## config.mk

```make
export PLATFORM = sky130hd
export DESIGN_NAME = uver_event_regs
export DESIGN_NICKNAME = d
export VERILOG_FILES = /design/src/rtl/uver_pkg.sv /design/src/rtl/uver_event_regs.sv /design/src/rtl/uver_sync_edge.sv /design/src/rtl/uver_wsc_reg.sv
export VERILOG_INCLUDE_DIRS = /design/src /design/src/rtl
export SDC_FILE = /design/constraint.sdc
export NUM_CORES = 1
export LEC_CHECK = 0
export BUFFER_PORTS_ARGS = -buffer_cell sky130_fd_sc_hd__buf_2
export CAP_MARGIN = 20
export CORE_UTILIZATION = 40
export CTS_BUF_LIST = sky130_fd_sc_hd__clkbuf_8
export CTS_CLUSTER_SIZE = 24
export DETAILED_ROUTE_END_ITERATION = 8
export SYNTH_ARGS = -nofsm -noshare
export SYNTH_HDL_FRONTEND = slang
export SYNTH_SLANG_ARGS = --single-unit
```

## constraint.sdc

```tcl
create_clock -name clk_i -period 1.6 [get_ports clk_i]
set_clock_uncertainty 0.15 [all_clocks]
set_input_delay 0.08 -clock clk_i [delete_from_list [all_inputs] [get_ports clk_i]]
set_output_delay 0.08 -clock clk_i [all_outputs]
set_load 0.02 [all_outputs]
```

## src/rtl/uver_defs.svh

```systemverilog
// Register addresses, reset values, field positions and sync depth for the bus power event registers.
`ifndef UVER_DEFS_SVH
`define UVER_DEFS_SVH

`define UVER_ADDR_W 6
`define UVER_DATA_W 8
`define UVER_SRC_W 4
`define UVER_LS_W 2

`define UVER_RISE_EN_WR 6'h0d
`define UVER_RISE_EN_SET 6'h0e
`define UVER_RISE_EN_CLR 6'h0f
`define UVER_FALL_EN_WR 6'h10
`define UVER_FALL_EN_SET 6'h11
`define UVER_FALL_EN_CLR 6'h12
`define UVER_STATUS_ADDR 6'h13
`define UVER_LATCH_ADDR 6'h14
`define UVER_DEBUG_ADDR 6'h15
`define UVER_SCRATCH_WR 6'h16
`define UVER_SCRATCH_SET 6'h17
`define UVER_SCRATCH_CLR 6'h18
`define UVER_UNIMPL_LO 6'h19
`define UVER_UNIMPL_HI 6'h2e

`define UVER_RISE_EN_RESET 8'h1f
`define UVER_FALL_EN_RESET 8'h1f
`define UVER_SCRATCH_RESET 8'h00
`define UVER_LATCH_RESET 4'h0
`define UVER_STATUS_PAD 4'h0
`define UVER_DEBUG_PAD 6'h00
`define UVER_BYTE_ZERO 8'h00

`define UVER_BIT_SESSION_OVER 3
`define UVER_BIT_SESSION_OK 2
`define UVER_BIT_BUS_POWER_OK 1
`define UVER_BIT_DISCONNECT 0

`define UVER_SYNC_STAGES 2

`endif

```

## src/rtl/uver_pkg.sv

```systemverilog
// Types shared by the bus power event register modules.
package uver_pkg;
    typedef enum logic [1:0] {
        UVER_OP_NONE,
        UVER_OP_WRITE,
        UVER_OP_SET,
        UVER_OP_CLEAR
    } uver_op_t;

    typedef enum logic {
        UVER_RX_IDLE,
        UVER_RX_PEND
    } uver_rx_state_t;
endpackage

```

## src/rtl/uver_event_regs.sv

```systemverilog
// Bus power event enables, live status, event latch, line state debug and scratch registers.
// Operation
// - An enabled high-to-low status change latches an event and requests an RXCMD.
// - All falling-edge enable bits come out of reset set to one.
// - Fall enable bits: 3 session end, 2 session valid, 1 bus power, 0 disconnect.
// - Status at 13h returns the live, unlatched source levels on every read.
// - Status bits: 3 session end, 2 session valid, 1 bus power, 0 disconnect.
// - A latch bit sets on an enabled change of its source, same positions.
// - Reading the latch register clears all its bits but those set by an event in the same cycle.
// - Entering low-power or serial mode clears all latch bits but those set by an event in the same cycle.
// - Debug at 15h shows line state in bits 1:0, upper bits zero.
// - Scratch byte resets to zero; read 16h-18h, write 16h, set 17h, clear 18h.
// - Accesses to 19h through 2Eh change no state.
// - Rising-edge enable at 0Dh-0Fh gates zero-to-one changes of the same sources.
`include "uver_defs.svh"
module uver_event_regs
    import uver_pkg::*;
(
    input wire logic clk_i,
    input wire logic resetn_i,
    input wire logic reg_wr_i,
    input wire logic reg_rd_i,
    input wire logic [`UVER_ADDR_W-1:0] reg_addr_i,
    input wire logic [`UVER_DATA_W-1:0] reg_wdata_i,
    output logic [`UVER_DATA_W-1:0] reg_rdata_o,
    output logic reg_rvalid_o,
    input wire logic session_over_comparator_i,
    input wire logic session_valid_comparator_i,
    input wire logic bus_power_valid_comparator_i,
    input wire logic host_disconnect_detector_i,
    input wire logic line_state_high_bit_i,
    input wire logic line_state_low_bit_i,
    input wire logic low_power_mode_i,
    input wire logic serial_mode_i,
    output logic rxcmd_req_o,
    input wire logic rxcmd_ack_i,
    output logic [`UVER_SRC_W-1:0] rxcmd_status_o
);
    logic [`UVER_SRC_W-1:0] src_raw;
    logic [`UVER_SRC_W-1:0] src_level;
    logic [`UVER_SRC_W-1:0] src_rise;
    logic [`UVER_SRC_W-1:0] src_fall;
    logic [`UVER_LS_W-1:0] ls_level;
    logic [`UVER_DATA_W-1:0] rise_en;
    logic [`UVER_DATA_W-1:0] fall_en;
    logic [`UVER_DATA_W-1:0] scratch;
    uver_op_t rise_op;
    uver_op_t fall_op;
    uver_op_t scratch_op;
    logic [`UVER_SRC_W-1:0] event_vec;
    logic [`UVER_SRC_W-1:0] latch_reg;
    logic [`UVER_SRC_W-1:0] latch_next;
    logic latch_rd_clr;
    logic mode_clr;
    logic low_power_q_reg;
    logic serial_q_reg;
    logic [`UVER_DATA_W-1:0] rdata_reg;
    logic [`UVER_DATA_W-1:0] rdata_next;
    logic rvalid_reg;
    uver_rx_state_t rx_state_reg;
    logic [`UVER_SRC_W-1:0] rx_status_reg;
    logic unimpl_hit;

    // Status bit order: session end, session valid, bus power valid, disconnect.
    always_comb begin
        src_raw = '0;
        src_raw[`UVER_BIT_SESSION_OVER] = session_over_comparator_i;
        src_raw[`UVER_BIT_SESSION_OK] = session_valid_comparator_i;
        src_raw[`UVER_BIT_BUS_POWER_OK] = bus_power_valid_comparator_i;
        src_raw[`UVER_BIT_DISCONNECT] = host_disconnect_detector_i;
    end

    // The comparators are analog and asynchronous to the link clock.
    uver_sync_edge #(
        .WIDTH(`UVER_SRC_W)
    ) u_src_sync (
        .clk_i(clk_i),
        .resetn_i(resetn_i),
        .raw_i(src_raw),
        .level_o(src_level),
        .rise_o(src_rise),
        .fall_o(src_fall)
    );

    uver_sync_edge #(
        .WIDTH(`UVER_LS_W)
    ) u_ls_sync (
        .clk_i(clk_i),
        .resetn_i(resetn_i),
        .raw_i({line_state_high_bit_i, line_state_low_bit_i}),
        .level_o(ls_level),
        .rise_o(),
        .fall_o()
    );

    assign unimpl_hit = (reg_addr_i >= `UVER_UNIMPL_LO) && (reg_addr_i <= `UVER_UNIMPL_HI);

    // Only the exact write, set and clear addresses decode to an operation.
    always_comb begin
        rise_op = UVER_OP_NONE;
        fall_op = UVER_OP_NONE;
        scratch_op = UVER_OP_NONE;
        if (reg_wr_i) begin
            case (reg_addr_i)
                `UVER_RISE_EN_WR: rise_op = UVER_OP_WRITE;
                `UVER_RISE_EN_SET: rise_op = UVER_OP_SET;
                `UVER_RISE_EN_CLR: rise_op = UVER_OP_CLEAR;
                `UVER_FALL_EN_WR: fall_op = UVER_OP_WRITE;
                `UVER_FALL_EN_SET: fall_op = UVER_OP_SET;
                `UVER_FALL_EN_CLR: fall_op = UVER_OP_CLEAR;
                `UVER_SCRATCH_WR: scratch_op = UVER_OP_WRITE;
                `UVER_SCRATCH_SET: scratch_op = UVER_OP_SET;
                `UVER_SCRATCH_CLR: scratch_op = UVER_OP_CLEAR;
                default: scratch_op = UVER_OP_NONE;
            endcase
        end
    end

    uver_wsc_reg #(
        .WIDTH(`UVER_DATA_W),
        .RESET_VAL(`UVER_RISE_EN_RESET)
    ) u_rise_en (
        .clk_i(clk_i),
        .resetn_i(resetn_i),
        .op_i(rise_op),
        .wdata_i(reg_wdata_i),
        .q_o(rise_en)
    );

    // Every monitored falling transition is reported until the link masks it.
    uver_wsc_reg #(
        .WIDTH(`UVER_DATA_W),
        .RESET_VAL(`UVER_FALL_EN_RESET)
    ) u_fall_en (
        .clk_i(clk_i),
        .resetn_i(resetn_i),
        .op_i(fall_op),
        .wdata_i(reg_wdata_i),
        .q_o(fall_en)
    );

    uver_wsc_reg #(
        .WIDTH(`UVER_DATA_W),
        .RESET_VAL(`UVER_SCRATCH_RESET)
    ) u_scratch (
        .clk_i(clk_i),
        .resetn_i(resetn_i),
        .op_i(scratch_op),
        .wdata_i(reg_wdata_i),
        .q_o(scratch)
    );

    // The low nibble of each enable lines up with the status bits.
    assign event_vec = (src_rise & rise_en[`UVER_SRC_W-1:0])
        | (src_fall & fall_en[`UVER_SRC_W-1:0]);

    always_ff @(posedge clk_i or negedge resetn_i) begin
        if (!resetn_i) begin
            low_power_q_reg <= 1'b0;
            serial_q_reg <= 1'b0;
        end else begin
            low_power_q_reg <= low_power_mode_i;
            serial_q_reg <= serial_mode_i;
        end
    end

    assign mode_clr = (low_power_mode_i & ~low_power_q_reg) | (serial_mode_i & ~serial_q_reg);
    assign latch_rd_clr = reg_rd_i && (reg_addr_i == `UVER_LATCH_ADDR);

    // A new event in the clearing cycle survives, so no change is ever lost.
    always_comb begin
        latch_next = latch_reg;
        if (latch_rd_clr || mode_clr) begin
            latch_next = `UVER_LATCH_RESET;
        end
        latch_next = latch_next | event_vec;
    end

    always_ff @(posedge clk_i or negedge resetn_i) begin
        if (!resetn_i) begin
            latch_reg <= `UVER_LATCH_RESET;
        end else begin
            latch_reg <= latch_next;
        end
    end

    // Read data is captured from the value before any read side effect.
    always_comb begin
        case (reg_addr_i)
            `UVER_RISE_EN_WR, `UVER_RISE_EN_SET, `UVER_RISE_EN_CLR: rdata_next = rise_en;
            `UVER_FALL_EN_WR, `UVER_FALL_EN_SET, `UVER_FALL_EN_CLR: rdata_next = fall_en;
            `UVER_STATUS_ADDR: rdata_next = {`UVER_STATUS_PAD, src_level};
            `UVER_LATCH_ADDR: rdata_next = {`UVER_STATUS_PAD, latch_reg};
            `UVER_DEBUG_ADDR: rdata_next = {`UVER_DEBUG_PAD, ls_level};
            `UVER_SCRATCH_WR, `UVER_SCRATCH_SET, `UVER_SCRATCH_CLR: rdata_next = scratch;
            default: rdata_next = `UVER_BYTE_ZERO;
        endcase
    end

    always_ff @(posedge clk_i or negedge resetn_i) begin
        if (!resetn_i) begin
            rdata_reg <= `UVER_BYTE_ZERO;
        end else if (reg_rd_i) begin
            rdata_reg <= rdata_next;
        end
    end

    always_ff @(posedge clk_i or negedge resetn_i) begin
        if (!resetn_i) begin
            rvalid_reg <= 1'b0;
        end else begin
            rvalid_reg <= reg_rd_i;
        end
    end

    assign reg_rdata_o = rdata_reg;
    assign reg_rvalid_o = rvalid_reg;

    // Events pending an RXCMD merge; the snapshot carries the levels seen at the most recent enabled event.
    always_ff @(posedge clk_i or negedge resetn_i) begin
        if (!resetn_i) begin
            rx_state_reg <= UVER_RX_IDLE;
        end else begin
            case (rx_state_reg)
                UVER_RX_IDLE: begin
                    if (event_vec != '0) begin
                        rx_state_reg <= UVER_RX_PEND;
                    end
                end
                UVER_RX_PEND: begin
                    if (rxcmd_ack_i && event_vec == '0) begin
                        rx_state_reg <= UVER_RX_IDLE;
                    end
                end
                default: rx_state_reg <= UVER_RX_IDLE;
            endcase
        end
    end

    always_ff @(posedge clk_i or negedge resetn_i) begin
        if (!resetn_i) begin
            rx_status_reg <= '0;
        end else if (event_vec != '0) begin
            rx_status_reg <= src_level;
        end
    end

    assign rxcmd_req_o = (rx_state_reg == UVER_RX_PEND);
    assign rxcmd_status_o = rx_status_reg;

    chk_fall_latch: assert property (@(posedge clk_i) disable iff (!resetn_i)
        ((src_fall & fall_en[`UVER_SRC_W-1:0]) != '0)
        |=> ((latch_reg & $past(src_fall) & $past(fall_en[`UVER_SRC_W-1:0]))
        == ($past(src_fall) & $past(fall_en[`UVER_SRC_W-1:0]))))
        else $error("Enabled falling change not latched.");

    chk_rise_latch: assert property (@(posedge clk_i) disable iff (!resetn_i)
        ((src_rise & rise_en[`UVER_SRC_W-1:0]) != '0)
        |=> ((latch_reg & $past(src_rise) & $past(rise_en[`UVER_SRC_W-1:0]))
        == ($past(src_rise) & $past(rise_en[`UVER_SRC_W-1:0]))))
        else $error("Enabled rising change not latched.");

    chk_event_rxcmd: assert property (@(posedge clk_i) disable iff (!resetn_i)
        (event_vec != '0) |=> rxcmd_req_o && (rxcmd_status_o == $past(src_level)))
        else $error("Event did not raise an RXCMD request.");

    chk_fall_set: assert property (@(posedge clk_i) disable iff (!resetn_i)
        (reg_wr_i && reg_addr_i == `UVER_FALL_EN_SET) |=> fall_en == ($past(fall_en) | $past(reg_wdata_i)))
        else $error("Set access did not OR the byte in.");

    chk_fall_clear: assert property (@(posedge clk_i) disable iff (!resetn_i)
        (reg_wr_i && reg_addr_i == `UVER_FALL_EN_CLR) |=> fall_en == ($past(fall_en) & ~$past(reg_wdata_i)))
        else $error("Clear access did not remove the given bits.");

    chk_status_live: assert property (@(posedge clk_i) disable iff (!resetn_i)
        (reg_rd_i && reg_addr_i == `UVER_STATUS_ADDR)
        |=> reg_rvalid_o && reg_rdata_o == {`UVER_STATUS_PAD, $past(src_level)})
        else $error("Status read did not return live levels.");

    chk_latch_rdclr: assert property (@(posedge clk_i) disable iff (!resetn_i)
        (latch_rd_clr && event_vec == '0) |=> latch_reg == `UVER_LATCH_RESET ##1 latch_reg == $past(event_vec))
        else $error("Latch not cleared by its read.");

    chk_mode_clr: assert property (@(posedge clk_i) disable iff (!resetn_i)
        (mode_clr && event_vec == '0) |=> latch_reg == `UVER_LATCH_RESET)
        else $error("Latch not cleared on mode entry.");

    chk_debug_read: assert property (@(posedge clk_i) disable iff (!resetn_i)
        (reg_rd_i && reg_addr_i == `UVER_DEBUG_ADDR) |=> reg_rdata_o == {`UVER_DEBUG_PAD, $past(ls_level)})
        else $error("Debug read did not show the line state.");

    chk_unimpl_stable: assert property (@(posedge clk_i) disable iff (!resetn_i)
        (reg_wr_i && unimpl_hit) |=> $stable(fall_en) && $stable(rise_en) && $stable(scratch))
        else $error("Unimplemented address changed state.");

    chk_scratch_wr: assert property (@(posedge clk_i) disable iff (!resetn_i)
        (reg_wr_i && reg_addr_i == `UVER_SCRATCH_WR) |=> scratch == $past(reg_wdata_i) && $stable(fall_en))
        else $error("Scratch write failed or disturbed other state.");

    cov_fall_event: cover property (@(posedge clk_i) disable iff (!resetn_i)
        (src_fall & fall_en[`UVER_SRC_W-1:0]) != '0);
    cov_set_clear_race: cover property (@(posedge clk_i) disable iff (!resetn_i)
        latch_rd_clr && event_vec != '0);
    cov_rxcmd_ack: cover property (@(posedge clk_i) disable iff (!resetn_i)
        rxcmd_req_o ##1 rxcmd_ack_i ##1 !rxcmd_req_o);
endmodule

```

## src/rtl/uver_sync_edge.sv

```systemverilog
// Two-stage synchroniser with edge detection for a group of asynchronous levels.
module uver_sync_edge
    import uver_pkg::*;
#(
    parameter int WIDTH = 4
) (
    input wire logic clk_i,
    input wire logic resetn_i,
    input wire logic [WIDTH-1:0] raw_i,
    output logic [WIDTH-1:0] level_o,
    output logic [WIDTH-1:0] rise_o,
    output logic [WIDTH-1:0] fall_o
);
    logic [WIDTH-1:0] meta_reg;
    logic [WIDTH-1:0] sync_reg;
    logic [WIDTH-1:0] prev_reg;

    // The first stage feeds only the second; edges are taken after the second.
    genvar gi;
    generate
        for (gi = 0; gi < WIDTH; gi++) begin : g_bit
            always_ff @(posedge clk_i or negedge resetn_i) begin
                if (!resetn_i) begin
                    meta_reg[gi] <= 1'b0;
                    sync_reg[gi] <= 1'b0;
                    prev_reg[gi] <= 1'b0;
                end else begin
                    meta_reg[gi] <= raw_i[gi];
                    sync_reg[gi] <= meta_reg[gi];
                    prev_reg[gi] <= sync_reg[gi];
                end
            end
            assign rise_o[gi] = sync_reg[gi] & ~prev_reg[gi];
            assign fall_o[gi] = ~sync_reg[gi] & prev_reg[gi];
        end
    endgenerate

    assign level_o = sync_reg;
endmodule

```

## src/rtl/uver_wsc_reg.sv

```systemverilog
// Byte register with write, set and clear operations.
module uver_wsc_reg
    import uver_pkg::*;
#(
    parameter int WIDTH = 8,
    parameter logic [WIDTH-1:0] RESET_VAL = '0
) (
    input wire logic clk_i,
    input wire logic resetn_i,
    input wire uver_op_t op_i,
    input wire logic [WIDTH-1:0] wdata_i,
    output logic [WIDTH-1:0] q_o
);
    logic [WIDTH-1:0] q_reg;
    logic [WIDTH-1:0] q_next;

    // Set ORs the byte in; clear removes exactly the bits given as ones.
    always_comb begin
        case (op_i)
            UVER_OP_WRITE: q_next = wdata_i;
            UVER_OP_SET: q_next = q_reg | wdata_i;
            UVER_OP_CLEAR: q_next = q_reg & ~wdata_i;
            default: q_next = q_reg;
        endcase
    end

    always_ff @(posedge clk_i or negedge resetn_i) begin
        if (!resetn_i) begin
            q_reg <= RESET_VAL;
        end else begin
            q_reg <= q_next;
        end
    end

    assign q_o = q_reg;
endmodule

```

==> qor.yml <==
run_status:
  status: "complete, but fails checks"
  violations: "setup timing"
setup_path:
  path_max_fanout: 4
  r2r_cells: 5
  critical_path_class: "reg -> reg"
  r2r_end: "rxcmd_status_o[3]"
  arrival_ns: 1.72
  rr_startpoint: "u_src_sync.level_o[2]"
  worst_setup_path_start_kind: "flop"
  r2r_slack_ns: -0.04
  critPathRequiredTime_ns: 1.68
  worstSetupEndpointType: "flop"
floorplanning:
  core_sq_um: 6390
  start_util_pct: 41.5
  die_y_microns: 83.4
  rows: 29
  dieArea_sq_um: 6950
  pin_count: 41
  die_w_microns: 83.4
clocking:
  cts_tree: "yes"
  clkTransAtPathRegs_ns: 0.08
  cts_sinks: 60
  clock_path_buffers: 2
  clk-insertion-delay-late_ns: 0.34
  ctsRootBufferMaster: "clkbuf_8"
  ctsHtreeMaxLevel: 3
  cts_buffers: 9
detailed_routing:
  dr.pass1.iters: 6
  wl_mm: 6.60
  vias_per_cell: 5.32
  route.vias.total: 2218
  drc: 0
  antenna_left: 0
  drt_iter0_markers: 234
  wl_per_cell_microns: 15.8
run:
  max_cap_viol_count: 0
hold_path:
  hold_depth: 4
  whs_endpoint: "u_fall_en.q_o[4]"
  hold_start: "reg_addr_i[1]"
  hold_class: "in -> reg"
timing:
  hold_viol: 0
  fmax_ghz: 0.611
  setup_viol: 4
  grt_setup_unrepaired: "true"
  drv_slew: 0
  worst_pin_slew_ns: 0.418
  fin_crit_sh_pct: 102
  maxSlewHeadroom_pct: 72.1
  layout_min_cycle_time_ns: 1.64
  setup_ws_ns: -0.0368
synthesis:
  ys.flop_type: "dfrtp_1"
  synth_edf_count: 0
  yosysTopAreaCell: "dfrtp_1"
  synth_nets: 257
  synth_seq_cells: 60
  postSynthAreaPerCell_sq_um: 11.5
  yosysUniqueCellTypes: 43
  yosys.area.top_type_share_pct: 47.2
  yosysMostFrequentCell: "dfrtp_1"
  ys_top_cells_by_area: "dfrtp_1 47%, dfstp_2 9.9%, nand2_1 4.2%, a21oi_1 3.4%, mux2_1 3.4%"
  postSynthCellCount: 230
  synth_area_sq_um: 2650
  ys_warn_count: 0
  yosys-top-cells-count: "50 x dfrtp_1, 30 x nand2_1, 18 x a21oi_1"
  ys_async_sr_fraction_pct: 100
  yosysSeqAreaShare_pct: 57.1
final_layout:
  diodes: 0
  fin_nets: 362
  drive_above_1_share_pct: 38.2
  utilization_pct: 58.5
  areaGrowthSynthToFinish_pct: 40.9
global_route:
  grt_pass1_vias: 2078
  grtUsageTotal_pct: 20.2
  grt_max_degree: 61
  grt_pass1_wl_mm: 10.8
  grt-ovfl-total: 0
  antenna_found_initial: 0
place:
  post-dp-hpwl_mm: 4.44
  placement.io_buffers: 40
  place.gp.congestion: 0.765
power:
  power_density_nw_per_um2: 1120
  p_total_mw: 4.18
  leakage_nw: 1.74
  vdd_drop_max_mv: 0.673
==> kinds of logic (layout without fill, tap and decap cells) <==
kind of cell | count (synthesis) | after routing | synth area share [%]
AND/OR/NAND/NOR | 59 | 59 | 12.2
multiplexers | 18 | 18 | 7.27
flip-flops | 60 | 60 | 57.1
buffers and inverters | 14 | 124 | 2.46
XOR/XNOR | 9 | 9 | 2.97
AO/OA/AOI/OAI | 70 | 70 | 17.9
==> layer usage <==
metal	routed length [microns]	track usage, %
met3	312	4.37
met5	0	0
met4	104	9.40
met2	2900	28.4
met1	3280	29.7
==> per-stage QoR <==
step,hold slack (ns),setup TNS (ns),setup slack (ns),std cells,cell area (sq um)
after floorplan,-0.366,0,0.00242,230,2670
after global routing,0.138,-0.323,-0.0879,417,3730
after detailed placement,-0.0305,-0.643,-0.103,376,3240
after global placement,-0.0391,-0.461,-0.0681,376,3240
final,0.117,-0.118,-0.0368,417,3730
after CTS,0.0995,-0.0299,-0.0107,415,3690
==> report_power, final <==
| group | leakage (nW) | internal (mW) | switching [mW] |
|---|---|---|---|
| clock | 0.0958 | 0.725 | 0.633 |
| sequential | 0.719 | 1.81 | 0.148 |
| combinational | 0.926 | 0.455 | 0.410 |
| total | 1.74 | 2.99 | 1.19 |
==> layout by cell type, fill, tap and decap left out, types with 3 or more instances in the layout <==
cell | Yosys | routed
nand2b_1 | 3 | 3
mux2_1 | 8 | 4
dfstp_2 | 10 | 10
o21ai_0 | 12 | 12
a21o_1 | 4 | 4
mux2i_1 | 8 | 8
nand2_1 | 30 | 27
and3_1 | 3 | 3
a22oi_1 | 10 | 10
dfrtp_1 | 50 | 48
a22o_1 | 8 | 8
nand3_1 | 8 | 8
nor2_1 | 3 | 3
nand2_2 | 0 | 3
a222oi_1 | 4 | 4
inv_1 | 5 | 5
buf_12 | 0 | 3
buf_4 | 0 | 40
clkbuf_8 | 0 | 9
mux2_4 | 0 | 4
a21oi_1 | 18 | 18
dlygate4sd3_1 | 0 | 20
buf_2 | 4 | 40
xnor2_1 | 8 | 8
==> worst max-delay path by stage <==
stage                              to  cells after the start  slack (ns)                  start
floorplan            u_scratch.q_o[2]                      6       0.002          reg_addr_i[1]
global placement    rxcmd_status_o[2]                      6       -0.07  u_src_sync.level_o[1]
detailed placement  rxcmd_status_o[0]                      6       -0.10  u_src_sync.level_o[1]
CTS                 rxcmd_status_o[3]                      5       -0.01  u_src_sync.level_o[2]
global route        rxcmd_status_o[2]                      5       -0.09  u_src_sync.level_o[2]
finish              rxcmd_status_o[3]                      5       -0.04  u_src_sync.level_o[2]
==> critical path: stages, from the launching register on <==
cell and delay [ns]:
dfrtp_2 0.45, nand2_2 0.10, o22ai_4 0.08, nor4_4 0.27, buf_4 0.18, mux2_4 0.29
==> cell type report <==
class	instances	area [sq um]
clock buffer	9	124
clock inverter	7	76.3
fill	539	2650
inverter	5	18.8
multi-input combinational	156	1140
sequential	60	1520
tap	77	96.3
timing repair buffer	103	761
==> timing repair <==
item                                    in CTS  in global routing
setup buffers                                7                  2
resized for setup                            7                  7
endpoints found under the setup margin       4                  4
endpoints found under the hold margin       96                  0
hold buffers                                20                  0
pin swaps                                    5                  4
No activity file was read; power rests on OpenSTA's default activity.
